===== src/pkg/fcs_consts.vh =====
// constants of the flash command and status unit
// assumes a plain register port with reads answered one cycle later
//
// What this block does
// - write page commands program page; lock variant locks
// - lock commands pick region from page number
// - general bit commands use page field index
// - unused page field bits are ignored
// - command runs only with matching key
// - wrong key discards write, starts nothing
// - ready flag low while busy, high otherwise
// - lock error set on locked target, read clears
// - program error on bad code or key
// - security bit shown in status bit four
// - general bits shown in status eight, nine
// - region locks shown in status sixteen to 23
// - four bit command field decode table
// - reserved code raises program error, no-op not
// - interrupts gated by mode register enables
`ifndef FCS_CONSTS_VH
`define FCS_CONSTS_VH
`define FCS_ADDR_MODE 8'h60
`define FCS_ADDR_CMD 8'h64
`define FCS_ADDR_STAT 8'h68
`define FCS_ADDR_IRQ_STAT 8'h70
`define FCS_ADDR_IRQ_EN 8'h74
`define FCS_ADDR_IRQ_CLR 8'h78
`define FCS_KEY 8'h5A
`define FCS_KEY_LSB 24
`define FCS_PAGE_LSB 8
`define FCS_CMD_NOP 4'h0
`define FCS_CMD_WP 4'h1
`define FCS_CMD_LOCK 4'h2
`define FCS_CMD_WPL 4'h3
`define FCS_CMD_UNLOCK 4'h4
`define FCS_CMD_ERASE 4'h8
`define FCS_CMD_SETGP 4'hB
`define FCS_CMD_CLRGP 4'hD
`define FCS_CMD_SECURE 4'hF
`define FCS_BIT_RDY 0
`define FCS_BIT_LOCKED_REGION_ERROR_FLAG 2
`define FCS_BIT_BAD_COMMAND_ERROR_FLAG 3
`define FCS_BIT_SEC 4
`define FCS_BIT_GP0 8
`define FCS_BIT_LOCK0 16
`define FCS_MODE_RESET 32'h00000000
`define FCS_PAGE_TIME_NS 4000000
`define FCS_ERASE_TIME_NS 10000000
`define FCS_CLK_NS 5
`endif


===== src/design/fcs_unit.v =====
// flash command and status unit, register side
// assumes a plain strobe register port and one clock
//
// Strobed register access was decided locally.
`timescale 1ns/10ps
`default_nettype none
`include "fcs_consts.vh"
module fcs_unit #(
    parameter PAGE_W = 8,
    parameter PAGES_PER_REGION = 32,
    parameter PAGE_CYCLES = (`FCS_PAGE_TIME_NS / `FCS_CLK_NS),
    parameter ERASE_CYCLES = (`FCS_ERASE_TIME_NS / `FCS_CLK_NS),
    parameter NV_CYCLES = (`FCS_PAGE_TIME_NS / `FCS_CLK_NS)
) (
    input wire i_clk,
    input wire i_sys_rst,
    input wire i_ce,
    input wire [7:0] i_addr,
    input wire [31:0] i_wdata,
    input wire i_wr,
    input wire i_rd,
    output reg [31:0] o_rdata_ff,
    output wire o_irq,
    output reg o_prog_ff,
    output reg [PAGE_W-1:0] o_prog_page_ff,
    output reg o_erase_ff
);
    localparam TW = 24;
    localparam ST_IDLE = 2'd0;
    localparam ST_RUN = 2'd1;
    localparam ST_LOCKSTEP = 2'd2;
    ////////////////////////////////////////////////////////////////////
    // functions
    function [2:0] fcs_region;
        input [PAGE_W-1:0] pg;
        reg [31:0] quot;
        begin
            quot = pg / PAGES_PER_REGION;
            fcs_region = quot[2:0];
        end
    endfunction
    function fcs_valid;
        input [3:0] c;
        begin
            fcs_valid = (c == `FCS_CMD_WP) || (c == `FCS_CMD_LOCK) ||
                (c == `FCS_CMD_WPL) || (c == `FCS_CMD_UNLOCK) ||
                (c == `FCS_CMD_ERASE) || (c == `FCS_CMD_SETGP) ||
                (c == `FCS_CMD_CLRGP) || (c == `FCS_CMD_SECURE);
        end
    endfunction
    ////////////////////////////////////////////////////////////////////
    // state
    reg [1:0] state_ff;
    reg [1:0] nxt_state;
    reg [3:0] cmd_ff;
    reg [PAGE_W-1:0] page_ff;
    reg [31:0] mode_ff;
    reg locked_region_error_flag_ff;
    reg bad_command_error_flag_ff;
    reg sec_ff;
    reg [1:0] gp_ff;
    reg [7:0] locks_ff;
    reg [TW-1:0] tcycles;
    reg tstart;
    wire tbusy;
    wire tdone;
    wire [2:0] irq_stat;
    wire [2:0] irq_evt;
    reg [2:0] irq_clr;
    reg [2:0] irq_en_ff;
    wire wr_mode = i_wr && (i_addr == `FCS_ADDR_MODE);
    wire wr_cmd = i_wr && (i_addr == `FCS_ADDR_CMD);
    wire rd_stat = i_rd && (i_addr == `FCS_ADDR_STAT);
    wire [3:0] w_cmd = i_wdata[3:0];
    wire [PAGE_W-1:0] w_page = i_wdata[`FCS_PAGE_LSB +: PAGE_W];
    wire key_ok = (i_wdata[`FCS_KEY_LSB +: 8] == `FCS_KEY);
    wire idle = (state_ff == ST_IDLE);
    wire w_valid = fcs_valid(w_cmd);
    wire [2:0] w_region = fcs_region(w_page);
    wire w_prog = (w_cmd == `FCS_CMD_WP) || (w_cmd == `FCS_CMD_WPL);
    wire lock_hit = w_prog && locks_ff[w_region];
    wire erase_hit = (w_cmd == `FCS_CMD_ERASE) && (locks_ff != 8'h00);
    wire accept = wr_cmd && idle && key_ok && w_valid && !lock_hit &&
        !erase_hit;
    wire bad_cmd = wr_cmd && (!key_ok || (!w_valid &&
        (w_cmd != `FCS_CMD_NOP)));
    wire lock_err = wr_cmd && key_ok && (lock_hit || erase_hit);
    wire rdy = idle;
    wire [31:0] stat_word = {8'h00, locks_ff, 6'h00, gp_ff, 3'h0, sec_ff,
        bad_command_error_flag_ff, locked_region_error_flag_ff, 1'b0, rdy};
    reg rdy_q_ff;
    ////////////////////////////////////////////////////////////////////
    // operation sequencer
    always @* begin
        nxt_state = state_ff;
        tstart = 1'b0;
        tcycles = NV_CYCLES[TW-1:0];
        case (state_ff)
            ST_IDLE: begin
                if (accept) begin
                    nxt_state = ST_RUN;
                    tstart = 1'b1;
                    if (w_prog) begin
                        tcycles = PAGE_CYCLES[TW-1:0];
                    end else if (w_cmd == `FCS_CMD_ERASE) begin
                        tcycles = ERASE_CYCLES[TW-1:0];
                    end
                end
            end
            ST_RUN: begin
                if (tdone) begin
                    if (cmd_ff == `FCS_CMD_WPL) begin
                        nxt_state = ST_LOCKSTEP;
                        tstart = 1'b1;
                    end else begin
                        nxt_state = ST_IDLE;
                    end
                end
            end
            ST_LOCKSTEP: begin
                if (tdone) begin
                    nxt_state = ST_IDLE;
                end
            end
            default: begin
                nxt_state = ST_IDLE;
            end
        endcase
    end
    fcs_timer #(
        .W(TW)
    ) u_timer (
        .i_clk(i_clk),
        .i_sys_rst(i_sys_rst),
        .i_ce(i_ce),
        .i_start(tstart),
        .i_cycles(tcycles),
        .o_busy(tbusy),
        .o_done_ff(tdone)
    );
    ////////////////////////////////////////////////////////////////////
    // registers and nonvolatile image
    always @(posedge i_clk or posedge i_sys_rst) begin
        if (i_sys_rst) begin
            state_ff <= ST_IDLE;
            cmd_ff <= 4'h0;
            page_ff <= {PAGE_W{1'b0}};
            mode_ff <= `FCS_MODE_RESET;
            locked_region_error_flag_ff <= 1'b0;
            bad_command_error_flag_ff <= 1'b0;
            sec_ff <= 1'b0;
            gp_ff <= 2'b00;
            locks_ff <= 8'h00;
            o_rdata_ff <= 32'h00000000;
            o_prog_ff <= 1'b0;
            o_prog_page_ff <= {PAGE_W{1'b0}};
            o_erase_ff <= 1'b0;
            irq_en_ff <= 3'b000;
            rdy_q_ff <= 1'b1;
        end else if (i_ce) begin
            state_ff <= nxt_state;
            rdy_q_ff <= rdy;
            if (wr_mode) begin
                mode_ff <= i_wdata;
            end
            if (i_wr && (i_addr == `FCS_ADDR_IRQ_EN)) begin
                irq_en_ff <= i_wdata[2:0];
            end
            if (accept) begin
                cmd_ff <= w_cmd;
                page_ff <= w_page;
            end
            if (lock_err) begin
                locked_region_error_flag_ff <= 1'b1;
            end else if (rd_stat) begin
                locked_region_error_flag_ff <= 1'b0;
            end
            if (bad_cmd) begin
                bad_command_error_flag_ff <= 1'b1;
            end else if (accept || (wr_cmd && w_cmd == `FCS_CMD_NOP)) begin
                bad_command_error_flag_ff <= 1'b0;
            end
            o_prog_ff <= (state_ff == ST_RUN) && ((cmd_ff == `FCS_CMD_WP) ||
                (cmd_ff == `FCS_CMD_WPL));
            o_prog_page_ff <= page_ff;
            o_erase_ff <= (state_ff == ST_RUN) && (cmd_ff == `FCS_CMD_ERASE);
            if (tdone && state_ff == ST_RUN) begin
                case (cmd_ff)
                    `FCS_CMD_LOCK: begin
                        locks_ff[fcs_region(page_ff)] <= 1'b1;
                    end
                    `FCS_CMD_UNLOCK: begin
                        locks_ff[fcs_region(page_ff)] <= 1'b0;
                    end
                    `FCS_CMD_SETGP: begin
                        gp_ff[page_ff[0]] <= 1'b1;
                    end
                    `FCS_CMD_CLRGP: begin
                        gp_ff[page_ff[0]] <= 1'b0;
                    end
                    `FCS_CMD_SECURE: begin
                        sec_ff <= 1'b1;
                    end
                    default: begin
                    end
                endcase
            end
            if (tdone && state_ff == ST_LOCKSTEP) begin
                locks_ff[fcs_region(page_ff)] <= 1'b1;
            end
            if (rd_stat) begin
                o_rdata_ff <= stat_word;
            end else if (i_rd && i_addr == `FCS_ADDR_MODE) begin
                o_rdata_ff <= mode_ff;
            end else if (i_rd && i_addr == `FCS_ADDR_IRQ_STAT) begin
                o_rdata_ff <= {29'h00000000, irq_stat};
            end else if (i_rd && i_addr == `FCS_ADDR_IRQ_EN) begin
                o_rdata_ff <= {29'h00000000, irq_en_ff};
            end else if (i_rd) begin
                o_rdata_ff <= 32'h00000000;
            end
        end
    end
    ////////////////////////////////////////////////////////////////////
    // interrupt
    always @* begin
        irq_clr = 3'b000;
        if (i_wr && (i_addr == `FCS_ADDR_IRQ_CLR)) begin
            irq_clr = i_wdata[2:0];
        end
    end
    assign irq_evt = {bad_cmd, lock_err, rdy && !rdy_q_ff};
    fcs_irq #(
        .N(3)
    ) u_irq (
        .i_clk(i_clk),
        .i_sys_rst(i_sys_rst),
        .i_ce(i_ce),
        .i_evt(irq_evt),
        .i_clr(irq_clr),
        .i_en(irq_en_ff & {mode_ff[`FCS_BIT_BAD_COMMAND_ERROR_FLAG], mode_ff[`FCS_BIT_LOCKED_REGION_ERROR_FLAG],
            mode_ff[`FCS_BIT_RDY]}),
        .o_stat_ff(irq_stat),
        .o_irq(o_irq)
    );
endmodule // fcs_unit
`default_nettype wire


===== src/design/fcs_timer.v =====
// busy timer of the flash command and status unit
// assumes start is a one cycle pulse while idle
`timescale 1ns/10ps
`default_nettype none
module fcs_timer #(
    parameter W = 24
) (
    input wire i_clk,
    input wire i_sys_rst,
    input wire i_ce,
    input wire i_start,
    input wire [W-1:0] i_cycles,
    output wire o_busy,
    output reg o_done_ff
);
    reg [W-1:0] cnt_ff;
    wire [W-1:0] nxt_cnt;
    assign o_busy = (cnt_ff != {W{1'b0}});
    assign nxt_cnt = i_start ? i_cycles :
        (o_busy ? cnt_ff - {{(W-1){1'b0}}, 1'b1} : cnt_ff);
    always @(posedge i_clk or posedge i_sys_rst) begin
        if (i_sys_rst) begin
            cnt_ff <= {W{1'b0}};
            o_done_ff <= 1'b0;
        end else if (i_ce) begin
            cnt_ff <= nxt_cnt;
            o_done_ff <= (cnt_ff == {{(W-1){1'b0}}, 1'b1}) && !i_start;
        end
    end
endmodule // fcs_timer
`default_nettype wire


===== src/design/fcs_irq.v =====
// sticky event flags with enable and write-one clear
// assumes event pulses and clear word are one cycle
`timescale 1ns/10ps
`default_nettype none
module fcs_irq #(
    parameter N = 3
) (
    input wire i_clk,
    input wire i_sys_rst,
    input wire i_ce,
    input wire [N-1:0] i_evt,
    input wire [N-1:0] i_clr,
    input wire [N-1:0] i_en,
    output reg [N-1:0] o_stat_ff,
    output wire o_irq
);
    genvar g;
    generate
        for (g = 0; g < N; g = g + 1) begin : g_bit
            always @(posedge i_clk or posedge i_sys_rst) begin
                if (i_sys_rst) begin
                    o_stat_ff[g] <= 1'b0;
                end else if (i_ce) begin
                    if (i_evt[g]) begin
                        o_stat_ff[g] <= 1'b1;
                    end else if (i_clr[g]) begin
                        o_stat_ff[g] <= 1'b0;
                    end
                end
            end
        end
    endgenerate
    assign o_irq = |(o_stat_ff & i_en);
endmodule // fcs_irq
`default_nettype wire


===== config.mk =====
export PLATFORM = sky130hd
export DESIGN_NAME = fcs_unit
export DESIGN_NICKNAME = d
export VERILOG_FILES = /design/src/design/fcs_unit.v /design/src/design/fcs_timer.v /design/src/design/fcs_irq.v
export VERILOG_INCLUDE_DIRS = /design/src /design/src/pkg
export SDC_FILE = /design/constraint.sdc
export NUM_CORES = 1
export LEC_CHECK = 0
export ABC_CLOCK_PERIOD_IN_PS = 6210
export BUFFER_PORTS_ARGS = -buffer_cell sky130_fd_sc_hd__clkbuf_2
export CORE_ASPECT_RATIO = 1.5
export CORE_MARGIN = 8
export CORE_UTILIZATION = 35
export CTS_CLUSTER_DIAMETER = 30
export DETAILED_ROUTE_END_ITERATION = 16
export PLACE_DENSITY = 0.59
export SLEW_MARGIN = 40
export SYNTH_ARGS = -nofsm -noshare
export SYNTH_HDL_FRONTEND = slang
export SYNTH_SLANG_ARGS = --single-unit

===== constraint.sdc =====
create_clock -name i_clk -period 6.21 [get_ports i_clk]
set_clock_uncertainty 0.1 [all_clocks]
set_input_delay 0.621 -clock i_clk [delete_from_list [all_inputs] [get_ports i_clk]]
set_output_delay 0.621 -clock i_clk [all_outputs]
set_load 0.02 [all_outputs]

* After elaboration in Yosys (flattened, before gate mapping) *
Index checks and enable logic that the tools add are counted.

cells by class
  add/sub/neg operators = 1
  magnitude comparators = 5
  equal/unequal tests = 29
  mux-type cells = 42
  bitwise operators = 9
  reductions and logical operators = 73

operators by type and width
  operator                                                     count
  two-way mux 32 bit                                           5
  two-way mux 21 bit                                           4
  equality test 8 x 7 -> 1 bit (second input constant)         7
  two-way mux 24 bit                                           2
  equality test 4 bit (second input constant)                  8
  logical AND 1 bit                                            28
  equality test 24 x 1 -> 1 bit (second input constant)        1
  two-way mux 8 bit                                            3
  nonzero test 24 bit                                          1
  subtractor 24 x 1 -> 24 bit (second input constant)          1
  AND reduction 2 bit                                          10
  equality test 4 x 2 -> 1 bit (second input constant)         4
  two-way mux 1 bit                                            16
  bitwise OR 8 bit                                             2
  case mux 8 bit (2 select lines)                              1
  nonzero test 2 bit                                           7
  logical OR 1 bit                                             12
  bitwise AND 8 bit                                            1
  equality test 4 x 1 -> 1 bit (second input constant)         2
  equality test 4 x 3 -> 1 bit (second input constant)         2
  less-than comparator 3 x 4 -> 1 bit (second input constant)  2
  two-way mux 2 bit                                            4
  inverter 8 bit                                               1
  nonzero test 8 bit                                           1
  other kinds (25)                                             34

word-level totals
  flip-flop bits (word level) = 133
  input bits = 45
  output and inout port bits = 43
  logic and storage cells = 179

* Depth between registers and ports, before layout *
Gate-level depths: netlist (run 1).

  depth after elaboration = 15
  mapped depth = 9
  depth with buffers taken out = 7

* Modules after synthesis *
Synthesis (run 1) repeated with hierarchy kept, for this count alone.

second synthesis, totals
  cells, all modules = 630
  area total of the unflattened synthesis = 6528.8 um^2

modules (own cells, without submodules)
  module     instances  cells an instance  area an instance (um^2)  sequential area each (um^2)
  fcs_unit   1          408                4675.7                   2628.8
  fcs_timer  1          210                1722.9                   625.6
  fcs_irq    1          12                 130.1                    75.1

* Worst setup path after synthesis (run 1) *
Ideal clock, no wire load.

  path type = input to register
  start = in i_wdata[3]
  end = reg u_timer.cnt_ff[17]
  library setup time = 0.129 ns
  arrival = 2.377 ns
  required time = 5.981 ns
  path slack = 3.603 ns
  cell stages on the path = 9
  buffers on the path = 3
  cell sequence = buf_6 xnor2_2 mux2i_4 nand3_4 or4_1 buf_2 buf_6 a32oi_2 nand3_1

between the ends
  longest elaborated chain between the ends = 15
  elaborated cells on any way between the ends = 32
  classes of those cells = eq/ne (8); mux (7); reduce/logical (17)

ends and longest elaborated chain
  item                                                                                           line            text
  from (decl)                                                                                    fcs_unit.v:19   input wire [31:0] i_wdata,
  equality test 4 x 1 -> 1 bit (no line) / equality test 4 x 2 -> 1 bit (equally long branches)  -
  logical OR 1 bit (7 in series)                                                                 fcs_unit.v:45   fcs_valid = (c == `FCS_CMD_WP) || (c == `FCS_CMD_LOCK) ||
  logical AND 1 bit (3 in series)                                                                fcs_unit.v:83   wire accept = wr_cmd && idle && key_ok && w_valid && !lock_hit &&
  two-way mux 1 bit                                                                              fcs_unit.v:100  if (accept) begin
  case mux 1 bit (2 select lines)                                                                fcs_unit.v:98   case (state_ff)
  nonzero test 2 bit (no line)                                                                   -
  AND reduction 2 bit (no line)                                                                  -
  to (signal assigned)                                                                           fcs_timer.v:23  cnt_ff <= {W{1'b0}};
  to (signal assigned)                                                                           fcs_timer.v:26  cnt_ff <= nxt_cnt;
  to (decl)                                                                                      fcs_timer.v:16  reg [W-1:0] cnt_ff;

Parallel ways exist; a longest one is shown, timed or not.
A chain may end at the register's enable or synchronous reset.

* Worst setup path in the final report (run 1) *
  start = reg locks_ff[7]
  end = reg bad_command_error_flag_ff

between the ends
  longest elaborated chain between the ends = 9
  elaborated cells on any way between the ends = 12
  classes of those cells = mux (2); reduce/logical (10)

ends and longest elaborated chain
  item                                     line            text
  from (decl)                              fcs_unit.v:62   reg [7:0] locks_ff;
  from (signal assigned)                   fcs_unit.v:153  locks_ff <= 8'h00;
  from (signal, indexed assignment)        fcs_unit.v:190  locks_ff[fcs_region(page_ff)] <= 1'b1;
  from (signal, indexed assignment)        fcs_unit.v:193  locks_ff[fcs_region(page_ff)] <= 1'b0;
  binary-select mux 1 bit (select 3 bit)   fcs_unit.v:81   wire lock_hit = w_prog && locks_ff[w_region];
  two-way mux 1 bit (not written as such)  fcs_unit.v:81
  logical AND 1 bit                        fcs_unit.v:81
  zero test 1 bit                          fcs_unit.v:83
  logical AND 1 bit                        fcs_unit.v:83
  logical AND 1 bit *                      fcs_unit.v:83
  logical OR 1 bit *                       fcs_unit.v:180  end else if (accept || (wr_cmd && w_cmd == `FCS_CMD_NOP)) begin
  nonzero test 2 bit (no line) *           -
  AND reduction 2 bit (no line) *          -
  to (signal assigned)                     fcs_unit.v:150  bad_command_error_flag_ff <= 1'b0;
  to (signal assigned)                     fcs_unit.v:179  bad_command_error_flag_ff <= 1'b1;
  to (signal assigned)                     fcs_unit.v:181  bad_command_error_flag_ff <= 1'b0;
  to (decl)                                fcs_unit.v:59   reg bad_command_error_flag_ff;

Mark *: on every way between the ends. The rest lies on a longest branch, timed or not. The select of a mux whose other input is x is not followed.

==> results.py, run 1 <==
metrics = {
    "critical_path": {
        "timing.setup.critical_path_class": "flip-flop to flip-flop",
        "worst_r2r_startpoint": "locks_ff[7]$_DFFE_PP0P_",
        "timing.critical_path.from": "locks_ff[7]$_DFFE_PP0P_",
        "worstSetupEndpoint": "bad_command_error_flag_ff$_DFFE_PP0P_",
        "worst_reg2reg_setup_slack_ps": 3400,
        "ff2ff_path_depth": 6,
        "critical_path_peak_fanout": 14,
        "start_kind": "flip-flop",
        "arrival_ps": 2990,
        "setup.worst_path.end_class": "flip-flop",
        "critPathRequiredTime_ps": 6380,
        "r2r_end": "bad_command_error_flag_ff$_DFFE_PP0P_",
    },
    "detailed_routing": {
        "remaining_drc_errors": 0,
        "via_per_inst": 5.52,
        "num_vias": 5202,
        "first_pass_detailed_route_iteration_total": 5,
        "detailedRoute.firstIterationViolations": 258,
        "avgRoutedWirePerCell_um": 17.8,
        "detail_route.wirelength_mm": 16.8,
        "number_of_antenna_violating_nets_in_the_routed_design": 0,
    },
    "synthesis": {
        "synth_nets": 679,
        "number_of_library_cell_types_mapped_by_synthesis": 67,
        "synth-edff-count": 0,
        "yosys_warnings": 0,
        "synth_top_flop_cell": "sky130_fd_sc_hd__dfrtp_1",
        "netlist_instances": 632,
        "async_flop_share": 1.00,
        "syn_area_per_cell_um2": 10.2,
        "netlist_area_um2": 6440,
        "ys_seq_area_frac": 0.517,
        "ys_ff_latch": 133,
    },
    "clock_network": {
        "clock_insertion_delay_worst_skew_ps": 420,
        "cts.clk_slew.worst_paths_ps": 60,
        "post_cts.resized_instances": 0,
        "cts_setup_buffers": 0,
        "htree_num_levels": 4,
        "ctsLongestPathBuffers": 2,
        "numCtsBuffers": 17,
        "cts_num_sinks": 133,
        "post_cts_hold_buffers": 0,
        "tritoncts": "yes",
        "clk_root_buffer_cell": "sky130_fd_sc_hd__clkbuf_16",
    },
    "pwr": {
        "power_report.internal_total_w": 0.00155,
        "switching_share": 0.245,
        "share_seq_of_total_power": 0.449,
        "switchingPower_w": 0.000502,
        "total_leakage_power_nw": 3.53,
        "p_per_area_nw_per_um2": 267,
        "comb_power_share": 0.066,
        "vdd_drop_max_uv": 218,
        "clkPwrFrac": 0.485,
    },
    "grt": {
        "grt-ovfl-total": 0,
        "globalRouteMet2Util": 0.271,
        "gr-usage-met1": 0.168,
        "grt_max_degree": 74,
        "number_of_antenna_violations_at_the_first_check_in_global_routing": 0,
        "gr-usage-all-layers": 0.152,
        "grt_util_met3": 0.0356,
        "busiest_layer": "met2",
        "grt_pass1_wl_mm": 28.2,
        "first_global_vias": 5408,
    },
    "layout": {
        "net_count_of_the_finished_layout": 756,
        "area.growth.synth_to_final_pct": 19.2,
        "nFillCells": 1790,
        "final_core_utilization": 0.419,
        "post_route_cells_drive_above_1_share": 0.269,
        "diodes": 0,
    },
    "run_status": {
        "result_of_the_run": "finished clean",
    },
    "hold_path": {
        "timing.hold.worst.class": "primary input to async pin",
    },
    "floorplan": {
        "num_rows": 61,
        "die-width_um": 127,
        "die-area_um2": 23100,
        "start_util": 0.352,
        "placeableCoreArea_um2": 18300,
        "io_pins": 88,
        "die_h_um": 182,
    },
    "place": {
        "port-buffer-count": 87,
        "place.detailed.hpwl_mm": 12.0,
        "routabilityCongestion": 0.859,
    },
    "sta": {
        "rsz0062_at_grt": "false",
        "holdWs_ps": 165,
        "slew_viol_final": 0,
        "timing_worst_slew_pin_value_ps": 756,
        "finalCriticalPeriod_ps": 2810,
        "hold_viol": 0,
        "finalSetupViolations": 0,
        "final_min_period_over_clock_period": 0.453,
        "final.setup.tns_ps": 0,
        "slew-limit-headroom": 0.492,
        "fmaxAchievable_mhz": 356,
    },
    "flow_run": {
        "max-cap-violations": 0,
    },
}
==> worst max-delay path, cell delays in order (launching register included) <==
cell	delay, ps
sky130_fd_sc_hd__dfrtp_1	420
sky130_fd_sc_hd__nor4_1	610
sky130_fd_sc_hd__a21boi_2	230
sky130_fd_sc_hd__a41o_1	270
sky130_fd_sc_hd__or4_1	710
sky130_fd_sc_hd__a22oi_1	250
sky130_fd_sc_hd__a31oi_1	70
==> cells in the mapped netlist, drive strengths merged, types with 2 or more instances <==
library cell  number  area share
o31a               3      0.0041
dfrtp            132        0.51
nand4b             3      0.0064
o22ai              2      0.0019
or4                5      0.0070
nor3b              2      0.0023
o22a               2      0.0027
buf               12       0.012
mux2              43       0.075
nor4b              5      0.0068
ha                 2      0.0039
a221oi             2      0.0027
clkbuf            24       0.014
a22oi             14       0.016
nand2            119       0.069
and2               2      0.0019
o31ai              7      0.0082
a31oi              5      0.0049
a311oi             3      0.0041
and4               2      0.0027
a21oi              3      0.0023
a22o               4      0.0054
nor2b              3      0.0029
nor4              16       0.023
mux2i              8       0.014
nor3              13       0.012
nor2              29       0.017
o221ai             2      0.0027
inv               11      0.0064
nand3b             4      0.0047
o211ai             2      0.0023
o32ai              2      0.0027
nand4             12       0.012
nand3             29       0.026
nand2b            10      0.0097
o311ai             2      0.0027
o21ai             57       0.044
a21o               3      0.0035
or3                3      0.0029
and3               8      0.0078
o2bb2ai            7      0.0095
==> how the worst min path moves through the flow <==
stage | startpoint | end | slack (ps) | cells past startpoint
finish | i_sys_rst | u_timer.cnt_ff[18]$_DFFE_PP0P_ | 160 | 2
global route | i_sys_rst | u_timer.cnt_ff[20]$_DFFE_PP0P_ | 220 | 2
CTS | i_sys_rst | u_timer.cnt_ff[18]$_DFFE_PP0P_ | 260 | 2
detailed placement | sec_ff$_DFFE_PP0P_ | sec_ff$_DFFE_PP0P_ | 350 | 1
global placement | sec_ff$_DFFE_PP0P_ | sec_ff$_DFFE_PP0P_ | 350 | 1
floorplan | sec_ff$_DFFE_PP0P_ | sec_ff$_DFFE_PP0P_ | 330 | 1
==> layout by cell type (no fill, tap or decap), types with 3 or more instances in the layout <==
| cell | instances |
|---|---|
| sky130_fd_sc_hd__a21oi_1 | 3 |
| sky130_fd_sc_hd__dfrtp_1 | 132 |
| sky130_fd_sc_hd__mux2_2 | 43 |
| sky130_fd_sc_hd__and3_1 | 8 |
| sky130_fd_sc_hd__a21o_1 | 3 |
| sky130_fd_sc_hd__o2bb2ai_1 | 7 |
| sky130_fd_sc_hd__nand2b_1 | 10 |
| sky130_fd_sc_hd__nor2_1 | 27 |
| sky130_fd_sc_hd__clkbuf_2 | 87 |
| sky130_fd_sc_hd__inv_1 | 10 |
| sky130_fd_sc_hd__nor4_4 | 4 |
| sky130_fd_sc_hd__inv_6 | 5 |
| sky130_fd_sc_hd__clkinvlp_4 | 4 |
| sky130_fd_sc_hd__mux2i_1 | 7 |
| sky130_fd_sc_hd__a22oi_1 | 14 |
| sky130_fd_sc_hd__nor2b_1 | 3 |
| sky130_fd_sc_hd__nor4b_1 | 5 |
| sky130_fd_sc_hd__o21ai_0 | 55 |
| sky130_fd_sc_hd__or3_1 | 3 |
| sky130_fd_sc_hd__buf_4 | 4 |
| sky130_fd_sc_hd__nand4_1 | 12 |
| sky130_fd_sc_hd__nand3_1 | 26 |
| sky130_fd_sc_hd__nor4_1 | 12 |
| sky130_fd_sc_hd__clkinv_2 | 3 |
| sky130_fd_sc_hd__nor3_1 | 11 |
| sky130_fd_sc_hd__clkbuf_16 | 17 |
| sky130_fd_sc_hd__o31ai_1 | 7 |
| sky130_fd_sc_hd__or4_1 | 3 |
| sky130_fd_sc_hd__a31oi_1 | 5 |
| sky130_fd_sc_hd__nand3b_1 | 4 |
| sky130_fd_sc_hd__nand2_1 | 118 |
| sky130_fd_sc_hd__a311oi_1 | 3 |
| sky130_fd_sc_hd__o31a_1 | 3 |
| sky130_fd_sc_hd__a22o_1 | 4 |
==> sequential cells by signal, summed over array words and instances (netlist names), named ones only <==
| signal | flops |
|---|---|
| state_ff | 2 |
| o_erase_ff | 1 |
| bad_command_error_flag_ff | 1 |
| o_prog_ff | 1 |
| mode_ff | 32 |
| rdy_q_ff | 1 |
| u_irq.o_stat_ff | 3 |
| cmd_ff | 4 |
| u_timer.cnt_ff | 24 |
| u_timer.o_done_ff | 1 |
| page_ff | 8 |
| irq_en_ff | 3 |
| o_rdata_ff | 32 |
| o_prog_page_ff | 8 |
| sec_ff | 1 |
| locks_ff | 8 |
| locked_region_error_flag_ff | 1 |
==> logic make-up (layout without fill, tap and decap cells) <==
group / Yosys count / after routing / synth area share
AO/OA/AOI/OAI: 130 / 130 / 0.137
multiplexers: 51 / 51 / 0.0895
XOR/XNOR: 1 / 1 / 0.00253
AND/OR/NAND/NOR: 268 / 268 / 0.218
flip-flops: 133 / 133 / 0.517
adder cells (fa/ha/maj): 2 / 2 / 0.00388
buffers and inverters: 47 / 137 / 0.0328
==> layer usage <==
metal  routed length (µm)  vias up
met1                 6850     2594
met2                 8880      137
li1                     -     2450
met4                  334        0
met5                    0        -
met3                  685       21
==> power groups by stage <==
| stage | registers, W | logic (W) | clock network (W) |
|---|---|---|---|
| 6_report | 0.000922 | 0.000136 | 0.000996 |
| 5_1_grt | 0.000926 | 0.000153 | 0.00105 |
| 4_1_cts | 0.000922 | 0.000138 | 0.00102 |
| 3_5_place_dp | 0.000936 | 0.000139 | 0 |
| 3_3_place_gp | 0.000936 | 0.000134 | 0 |
| 2_1_floorplan | 0.000928 | 0.0000956 | 0 |
==> stage by stage <==
| step | power [W] | std cells | setup slack [ps] | cell area, µm² |
|---|---|---|---|---|
| floorplan | 0.00102 | 632 | 1940 | 6440 |
| global placement | 0.00107 | 908 | 2860 | 7040 |
| detailed placement | 0.00107 | 910 | 2980 | 7080 |
| CTS | 0.00208 | 942 | 3390 | 7670 |
| global route | 0.00213 | 942 | 3220 | 7670 |
| finish | 0.00205 | 942 | 3400 | 7670 |
==> final cells by class <==
class                   instances  area (µm²)  area share
clock buffers                  18         439      0.0572
clock inverters                14         149      0.0194
inverters                      11        46.3     0.00603
multi-input cells             452        2930       0.382
flip-flops and latches        133        3330       0.434
well taps                     220         275      0.0359
repair buffers                 94         503      0.0655
No activity file was read; power rests on OpenSTA's default activity.
==> inputs of run 2 (changes only) <==
ABC_CLOCK_PERIOD_IN_PS = 2700   (was 6210)
clock period = 2.7 ns   (was 6.21 ns; I/O delays follow)
==> run 2 against run 1 <==
  * Worst hold slack lost 120 ps
  * Critical path depth grew 3
  * Setup slack lost 3300 ps
  * Final cell count is 4.8% higher
  * Clock power grew 130%
  * Utilization increased by 2.2 points
  * Sequential power increased by 130%
  * Register-to-register slack lost 3200 ps
  * First-iteration DRC count up 29%
  * Total power increased by 130%
  * Highest routed layer unchanged
==> results.py, run 2 (synthesis results as in run 1) <==
metrics = {
    "run_status": {
        "result_of_the_run": "finished clean",
    },
    "critical_path": {
        "critPathRequiredTime_ps": 2890,
        "timing.setup.critical_path_class": "primary input to flip-flop",
        "setup.worst_path.end_class": "flip-flop",
        "critical-path-top-delay-family": "simple AND/OR/NAND/NOR gates",
        "arrival_ps": 2770,
        "critical_path_peak_fanout": 14,
        "cp.buffers_inverters": 3,
        "crit_path_top_delay_cell": "sky130_fd_sc_hd__or4_1",
        "cp_cell_sequence": "dlygate4sd3_1 -> clkbuf_2 -> nand4b_4 -> nor4_4 -> nand3_4 -> or4_1 -> buf_4 -> nand3_2 -> o311ai_1",
        "start_kind": "primary input",
        "cp_slowest_stage_delay_ps": 550,
    },
    "floorplan": {
        "die-width_um": 127,
        "num_rows": 61,
        "start_util": 0.352,
        "placeableCoreArea_um2": 18300,
        "die_h_um": 182,
        "io_pins": 88,
        "die-area_um2": 23100,
    },
    "place": {
        "routabilityCongestion": 0.899,
        "dpl_cell_area_um2": 7250,
        "port-buffer-count": 87,
        "place.detailed.hpwl_mm": 12.7,
    },
    "clock_network": {
        "ctsLongestPathBuffers": 2,
        "clock_insertion_delay_worst_skew_ps": 420,
        "tritoncts": "yes",
        "cts_num_sinks": 133,
        "clk_root_buffer_cell": "sky130_fd_sc_hd__clkbuf_16",
        "htree_num_levels": 4,
        "cts.clk_slew.worst_paths_ps": 60,
        "numCtsBuffers": 17,
    },
    "flow_run": {
        "max-cap-violations": 0,
    },
    "detailed_routing": {
        "via_per_inst": 5.52,
        "num_vias": 5450,
        "detailedRoute.firstIterationViolations": 333,
        "first_pass_detailed_route_iteration_total": 5,
        "number_of_antenna_violating_nets_in_the_routed_design": 0,
        "detail_route.wirelength_mm": 17.8,
        "remaining_drc_errors": 0,
        "avgRoutedWirePerCell_um": 18.0,
    },
    "layout": {
        "biggestRegsByFlops": "mode_ff (32), o_rdata_ff (32), u_timer.cnt_ff (24)",
        "area.growth.synth_to_final_pct": 25.5,
        "layout.cells.most_common": "sky130_fd_sc_hd__dfrtp_1",
        "most-common-layout-cells": "sky130_fd_sc_hd__dfrtp_1, sky130_fd_sc_hd__nand2_1, sky130_fd_sc_hd__clkbuf_2",
        "post_route_cells_drive_above_1_share": 0.286,
        "net_count_of_the_finished_layout": 801,
        "diodes": 0,
        "final_area_um2": 8090,
    },
    "grt": {
        "grt_pass1_wl_mm": 29.3,
        "grt_max_degree": 65,
        "busiest_layer": "met2",
        "gr-usage-met1": 0.174,
        "number_of_antenna_violations_at_the_first_check_in_global_routing": 0,
        "grt-ovfl-total": 0,
        "globalRouteMet2Util": 0.282,
        "gr-usage-all-layers": 0.159,
        "first_global_vias": 5778,
        "grt_util_met3": 0.0380,
    },
    "pwr": {
        "clkPwrFrac": 0.481,
        "vdd_drop_max_uv": 440,
        "p_per_area_nw_per_um2": 593,
        "switchingPower_w": 0.00126,
        "switching_share": 0.263,
        "share_seq_of_total_power": 0.441,
        "comb_power_share": 0.078,
        "total_leakage_power_nw": 3.75,
        "power_report.internal_total_w": 0.00354,
    },
    "sta": {
        "timing_worst_slew_pin_value_ps": 617,
        "slew_viol_final": 0,
        "finalCriticalPeriod_ps": 2580,
        "final.setup.tns_ps": 0,
        "slew-limit-headroom": 0.585,
        "hold_viol": 0,
        "rsz0062_at_grt": "false",
        "fmaxAchievable_mhz": 387,
        "finalSetupViolations": 0,
        "final_min_period_over_clock_period": 0.957,
    },
    "hold_path": {
        "timing.hold.worst.class": "primary input to flip-flop",
    },
}
## run 2: cell count changes in the layout (fill, tap and decap cells not counted), sizes merged
| cell | change |
|---|---|
| clkinv | -3 |
| inv | +6 |
| dlygate4sd3 | +21 |
| bufinv | -1 |
| clkbuf | -1 |
| clkinvlp | -1 |
| buf | +24 |
## run 2: repair_timing
item	in CTS	in global routing
gates resized for setup	0	1
hold buffers	20	1
setup endpoints to repair	0	2
hold endpoints to repair	48	1
buffers inserted	0	1
## run 2: layout make-up
| class | instances | area (µm²) |
|---|---|---|
| Fill cell | 1730 | 10200 |
| Clock buffer | 17 | 425 |
| Sequential cell | 133 | 3330 |
| Timing Repair Buffer | 139 | 936 |
| Tap cell | 220 | 275 |
| Inverter | 11 | 45.0 |
| Clock inverter | 15 | 159 |
| Multi-Input combinational cell | 452 | 2920 |
## run 2: worst reg2reg max path, cell delays in order (launching register included)
cell and delay (ps):
sky130_fd_sc_hd__dfrtp_1 410, sky130_fd_sc_hd__or4_4 590, sky130_fd_sc_hd__nor4_4 310, sky130_fd_sc_hd__and3_1 460
sky130_fd_sc_hd__nor2_1 140, sky130_fd_sc_hd__o32ai_1 300, sky130_fd_sc_hd__a311oi_1 70
## run 2: stage by stage
stage	setup WS [ps]	hold slack, ps	instances	utilization	total power (W)
floorplan	435	282	632	-	0.00235
global placement	235	327	932	0.396	0.00249
detailed placement	157	341	932	0.396	0.00250
CTS	86.2	4.14	984	0.439	0.00485
global route	35.2	30.7	987	0.441	0.00499
finish	117	46.8	987	0.441	0.00480
## run 2: power by group through the flow
stage | clock [W] | combinational (W) | sequential (W)
2_1_floorplan | 0 | 0.000220 | 0.00213
3_3_place_gp | 0 | 0.000340 | 0.00215
3_5_place_dp | 0 | 0.000350 | 0.00215
4_1_cts | 0.00236 | 0.000373 | 0.00211
5_1_grt | 0.00246 | 0.000413 | 0.00212
6_report | 0.00231 | 0.000374 | 0.00211
## run 2: final timing paths
check	to	startpoint	slack, ps	depth (start not counted)
max	u_timer.cnt_ff[5]$_DFFE_PP0P_	i_wdata[29]	120	9
max reg2reg	u_timer.cnt_ff[13]$_DFFE_PP0P_	u_timer.cnt_ff[11]$_DFFE_PP0P_	170	6
max in group asynchronous	o_rdata_ff[13]$_DFFE_PP0P_	i_sys_rst	1410	5
min in group asynchronous	u_timer.cnt_ff[21]$_DFFE_PP0P_	i_sys_rst	300	3
min	mode_ff[27]$_DFFE_PP0P_	i_wdata[27]	50	2
min reg2reg	page_ff[1]$_DFFE_PP0P_	page_ff[1]$_DFFE_PP0P_	370	2
## run 2: metal layers
layer | wire length (µm) | part of all wire | vias to the layer above
li1 | - | - | 2547
met1 | 6990 | 0.39 | 2699
met2 | 9440 | 0.53 | 164
met3 | 827 | 0.047 | 40
met4 | 519 | 0.029 | 0
met5 | 0 | 0 | -
==> inputs of run 3 (changes only) <==
ABC_CLOCK_PERIOD_IN_PS = 2600   (was 2700)
clock period = 2.6 ns   (was 2.7 ns; I/O delays follow)
==> run 3 against run 2 <==
  * Via count is essentially flat
  * Clock power about the same
  * Register-to-register slack barely moved
  * Count of clock-buffer cells in the layout increased by 4
  * Global-route usage increased by 0.10 points
  * Critical endpoint is now u_timer.cnt_ff[0]$_DFFE_PP0P_
  * Utilization is 0.23 points higher
  * Setup slack improved by 6.5 ps
  * Highest routed layer unchanged
  * Largest power group unchanged
  * Flip-flop and latch count is the same
  * Final cell count grew 0.61%
  * Die area is the same
  * Sequential power up 4%
  * First-iteration DRC count fell by 8.1%
==> results.py, run 3 (synthesis results as in run 1) <==
metrics = {
    "critical_path": {
        "timing.setup.critical_path_class": "primary input to flip-flop",
        "critical_path_peak_fanout": 14,
        "critPathRequiredTime_ps": 2810,
        "worst_reg2reg_setup_slack_ps": 180,
        "cp_cell_sequence": "dlygate4sd3_1 -> clkbuf_2 -> nand4b_4 -> nor4_4 -> nand3_4 -> or4_1 -> buf_6 -> nand3_1 -> a21bo_2",
        "arrival_ps": 2680,
        "critical-path-top-delay-family": "simple AND/OR/NAND/NOR gates",
        "crit_cells": 9,
        "start_kind": "primary input",
        "ff2ff_path_depth": 6,
        "crit_path_top_delay_cell": "sky130_fd_sc_hd__or4_1",
        "setup.worst_path.end_class": "flip-flop",
        "cp.buffers_inverters": 3,
        "cp_slowest_stage_delay_ps": 570,
    },
    "pwr": {
        "total_leakage_power_nw": 3.76,
        "vdd_drop_max_uv": 361,
        "p_per_area_nw_per_um2": 606,
    },
    "floorplan": {
        "io_pins": 88,
        "placeableCoreArea_um2": 18300,
        "die_h_um": 182,
        "num_rows": 61,
        "die-area_um2": 23100,
        "die-width_um": 127,
        "start_util": 0.352,
    },
    "sta": {
        "holdWs_ps": 34.2,
        "final_critical_path_setup_slack_ps": 124,
        "hold_viol": 0,
        "fmaxAchievable_mhz": 404,
        "final_min_period_over_clock_period": 0.952,
        "rsz0062_at_grt": "false",
        "final.setup.tns_ps": 0,
        "finalCriticalPeriod_ps": 2480,
        "slew-limit-headroom": 0.496,
        "slew_viol_final": 0,
        "timing_worst_slew_pin_value_ps": 754,
        "finalSetupViolations": 0,
    },
    "grt": {
        "grt_max_degree": 65,
        "first_global_vias": 5841,
        "number_of_antenna_violations_at_the_first_check_in_global_routing": 0,
        "gr-usage-all-layers": 0.160,
        "grt_pass1_wl_mm": 29.7,
        "grt-ovfl-total": 0,
    },
    "layout": {
        "most-common-layout-cells": "sky130_fd_sc_hd__dfrtp_1, sky130_fd_sc_hd__nand2_1, sky130_fd_sc_hd__clkbuf_2",
        "nFillCells": 1730,
        "final_area_um2": 8130,
        "multi_input_area_um2": 2930,
        "area.growth.synth_to_final_pct": 26.2,
        "post_route_cells_drive_above_1_share": 0.288,
        "net_count_of_the_finished_layout": 807,
        "layout.cells.non_filler": 993,
        "diodes": 0,
        "layout.cells.most_common": "sky130_fd_sc_hd__dfrtp_1",
        "seq_area_um2": 3330,
        "biggestRegsByFlops": "mode_ff (32), o_rdata_ff (32), u_timer.cnt_ff (24)",
    },
    "place": {
        "port-buffer-count": 87,
        "placement.setup.worst_slack_ps": 113,
        "place.detailed.hpwl_mm": 12.7,
        "dpl_cell_area_um2": 7310,
        "routabilityCongestion": 0.932,
        "place.detailed.instances": 938,
    },
    "detailed_routing": {
        "detail_route.wirelength_mm": 17.8,
        "first_pass_detailed_route_iteration_total": 5,
        "num_vias": 5453,
        "via_per_inst": 5.49,
        "number_of_antenna_violating_nets_in_the_routed_design": 0,
        "remaining_drc_errors": 0,
        "detailedRoute.firstIterationViolations": 306,
        "avgRoutedWirePerCell_um": 17.9,
    },
    "hold_path": {
        "timing.hold.worst.class": "primary input to flip-flop",
        "holdPathStages": 2,
    },
    "clock_network": {
        "cts.clk_slew.worst_paths_ps": 60,
        "ctsLongestPathBuffers": 2,
        "clk_root_buffer_cell": "sky130_fd_sc_hd__clkbuf_16",
        "htree_num_levels": 4,
        "clock_insertion_delay_worst_skew_ps": 420,
        "cts_num_sinks": 133,
        "numCtsBuffers": 17,
        "tritoncts": "yes",
    },
    "flow_run": {
        "max-cap-violations": 0,
    },
    "run_status": {
        "result_of_the_run": "finished clean",
    },
}
-- run 3: changes by cell type in the layout (fill, tap and decap cells not counted), sizes merged --
cell and delta:
bufinv +1, inv -10, clkinv +5, buf +6, clkbuf +4
-- run 3: what timing repair did --
action,4_1_cts,5_1_grt
endpoints found under the hold margin,50,0
endpoints found under the setup margin,0,12
hold buffers,21,0
setup buffers,0,2
resized for setup,0,5
-- run 3: power breakdown --
part | total, W | leakage (nW) | internal (W) | switching, W
clock | 0.00233 | 0.272 | 0.00142 | 0.000915
sequential | 0.00220 | 1.79 | 0.00213 | 0.0000677
combinational | 0.000391 | 1.70 | 0.000174 | 0.000217
total | 0.00492 | 3.76 | 0.00372 | 0.00120
-- run 3: layer usage --
| layer | GRT usage | up-vias | share of wire |
|---|---|---|---|
| met2 | 0.284 | 151 | 0.53 |
| met3 | 0.0400 | 40 | 0.043 |
| met5 | 0 | - | 0 |
| met4 | 0.0702 | 0 | 0.026 |
| met1 | 0.177 | 2702 | 0.40 |
| li1 | - | 2560 | - |
-- run 3: metrics by stage --
| step | utilization | power [W] |
|---|---|---|
| 2_1_floorplan | - | 0.00245 |
| 3_3_place_gp | 0.399 | 0.00259 |
| 3_5_place_dp | 0.399 | 0.00260 |
| 4_1_cts | 0.442 | 0.00497 |
| 5_1_grt | 0.444 | 0.00510 |
| 6_report | 0.444 | 0.00492 |
-- run 3: layout make-up --
type | instances | share of cell area
multi-input cells | 452 | 0.361
well taps | 220 | 0.0339
flip-flops and latches | 133 | 0.410
inverters | 11 | 0.00554
repair buffers | 145 | 0.120
clock inverters | 11 | 0.0159
clock buffers | 21 | 0.0542
-- run 3: worst reg2reg max path: stages (launching register included) --
cell	delay [ps]
sky130_fd_sc_hd__dfrtp_1	420
sky130_fd_sc_hd__or4_4	590
sky130_fd_sc_hd__nor4_4	310
sky130_fd_sc_hd__and3_1	370
sky130_fd_sc_hd__nor4_1	110
sky130_fd_sc_hd__o31a_1	250
sky130_fd_sc_hd__o22a_1	170
-- run 3: path summary, 6_finish.rpt --
kind / startpoint / endpoint
setup / recovery: i_wdata[29] / u_timer.cnt_ff[0]$_DFFE_PP0P_
hold / removal: i_wdata[27] / mode_ff[27]$_DFFE_PP0P_
setup reg to reg: u_timer.cnt_ff[11]$_DFFE_PP0P_ / u_timer.cnt_ff[18]$_DFFE_PP0P_
hold reg to reg: page_ff[1]$_DFFE_PP0P_ / page_ff[1]$_DFFE_PP0P_
max in group asynchronous: i_sys_rst / mode_ff[23]$_DFFE_PP0P_
min in group asynchronous: i_sys_rst / u_timer.cnt_ff[21]$_DFFE_PP0P_
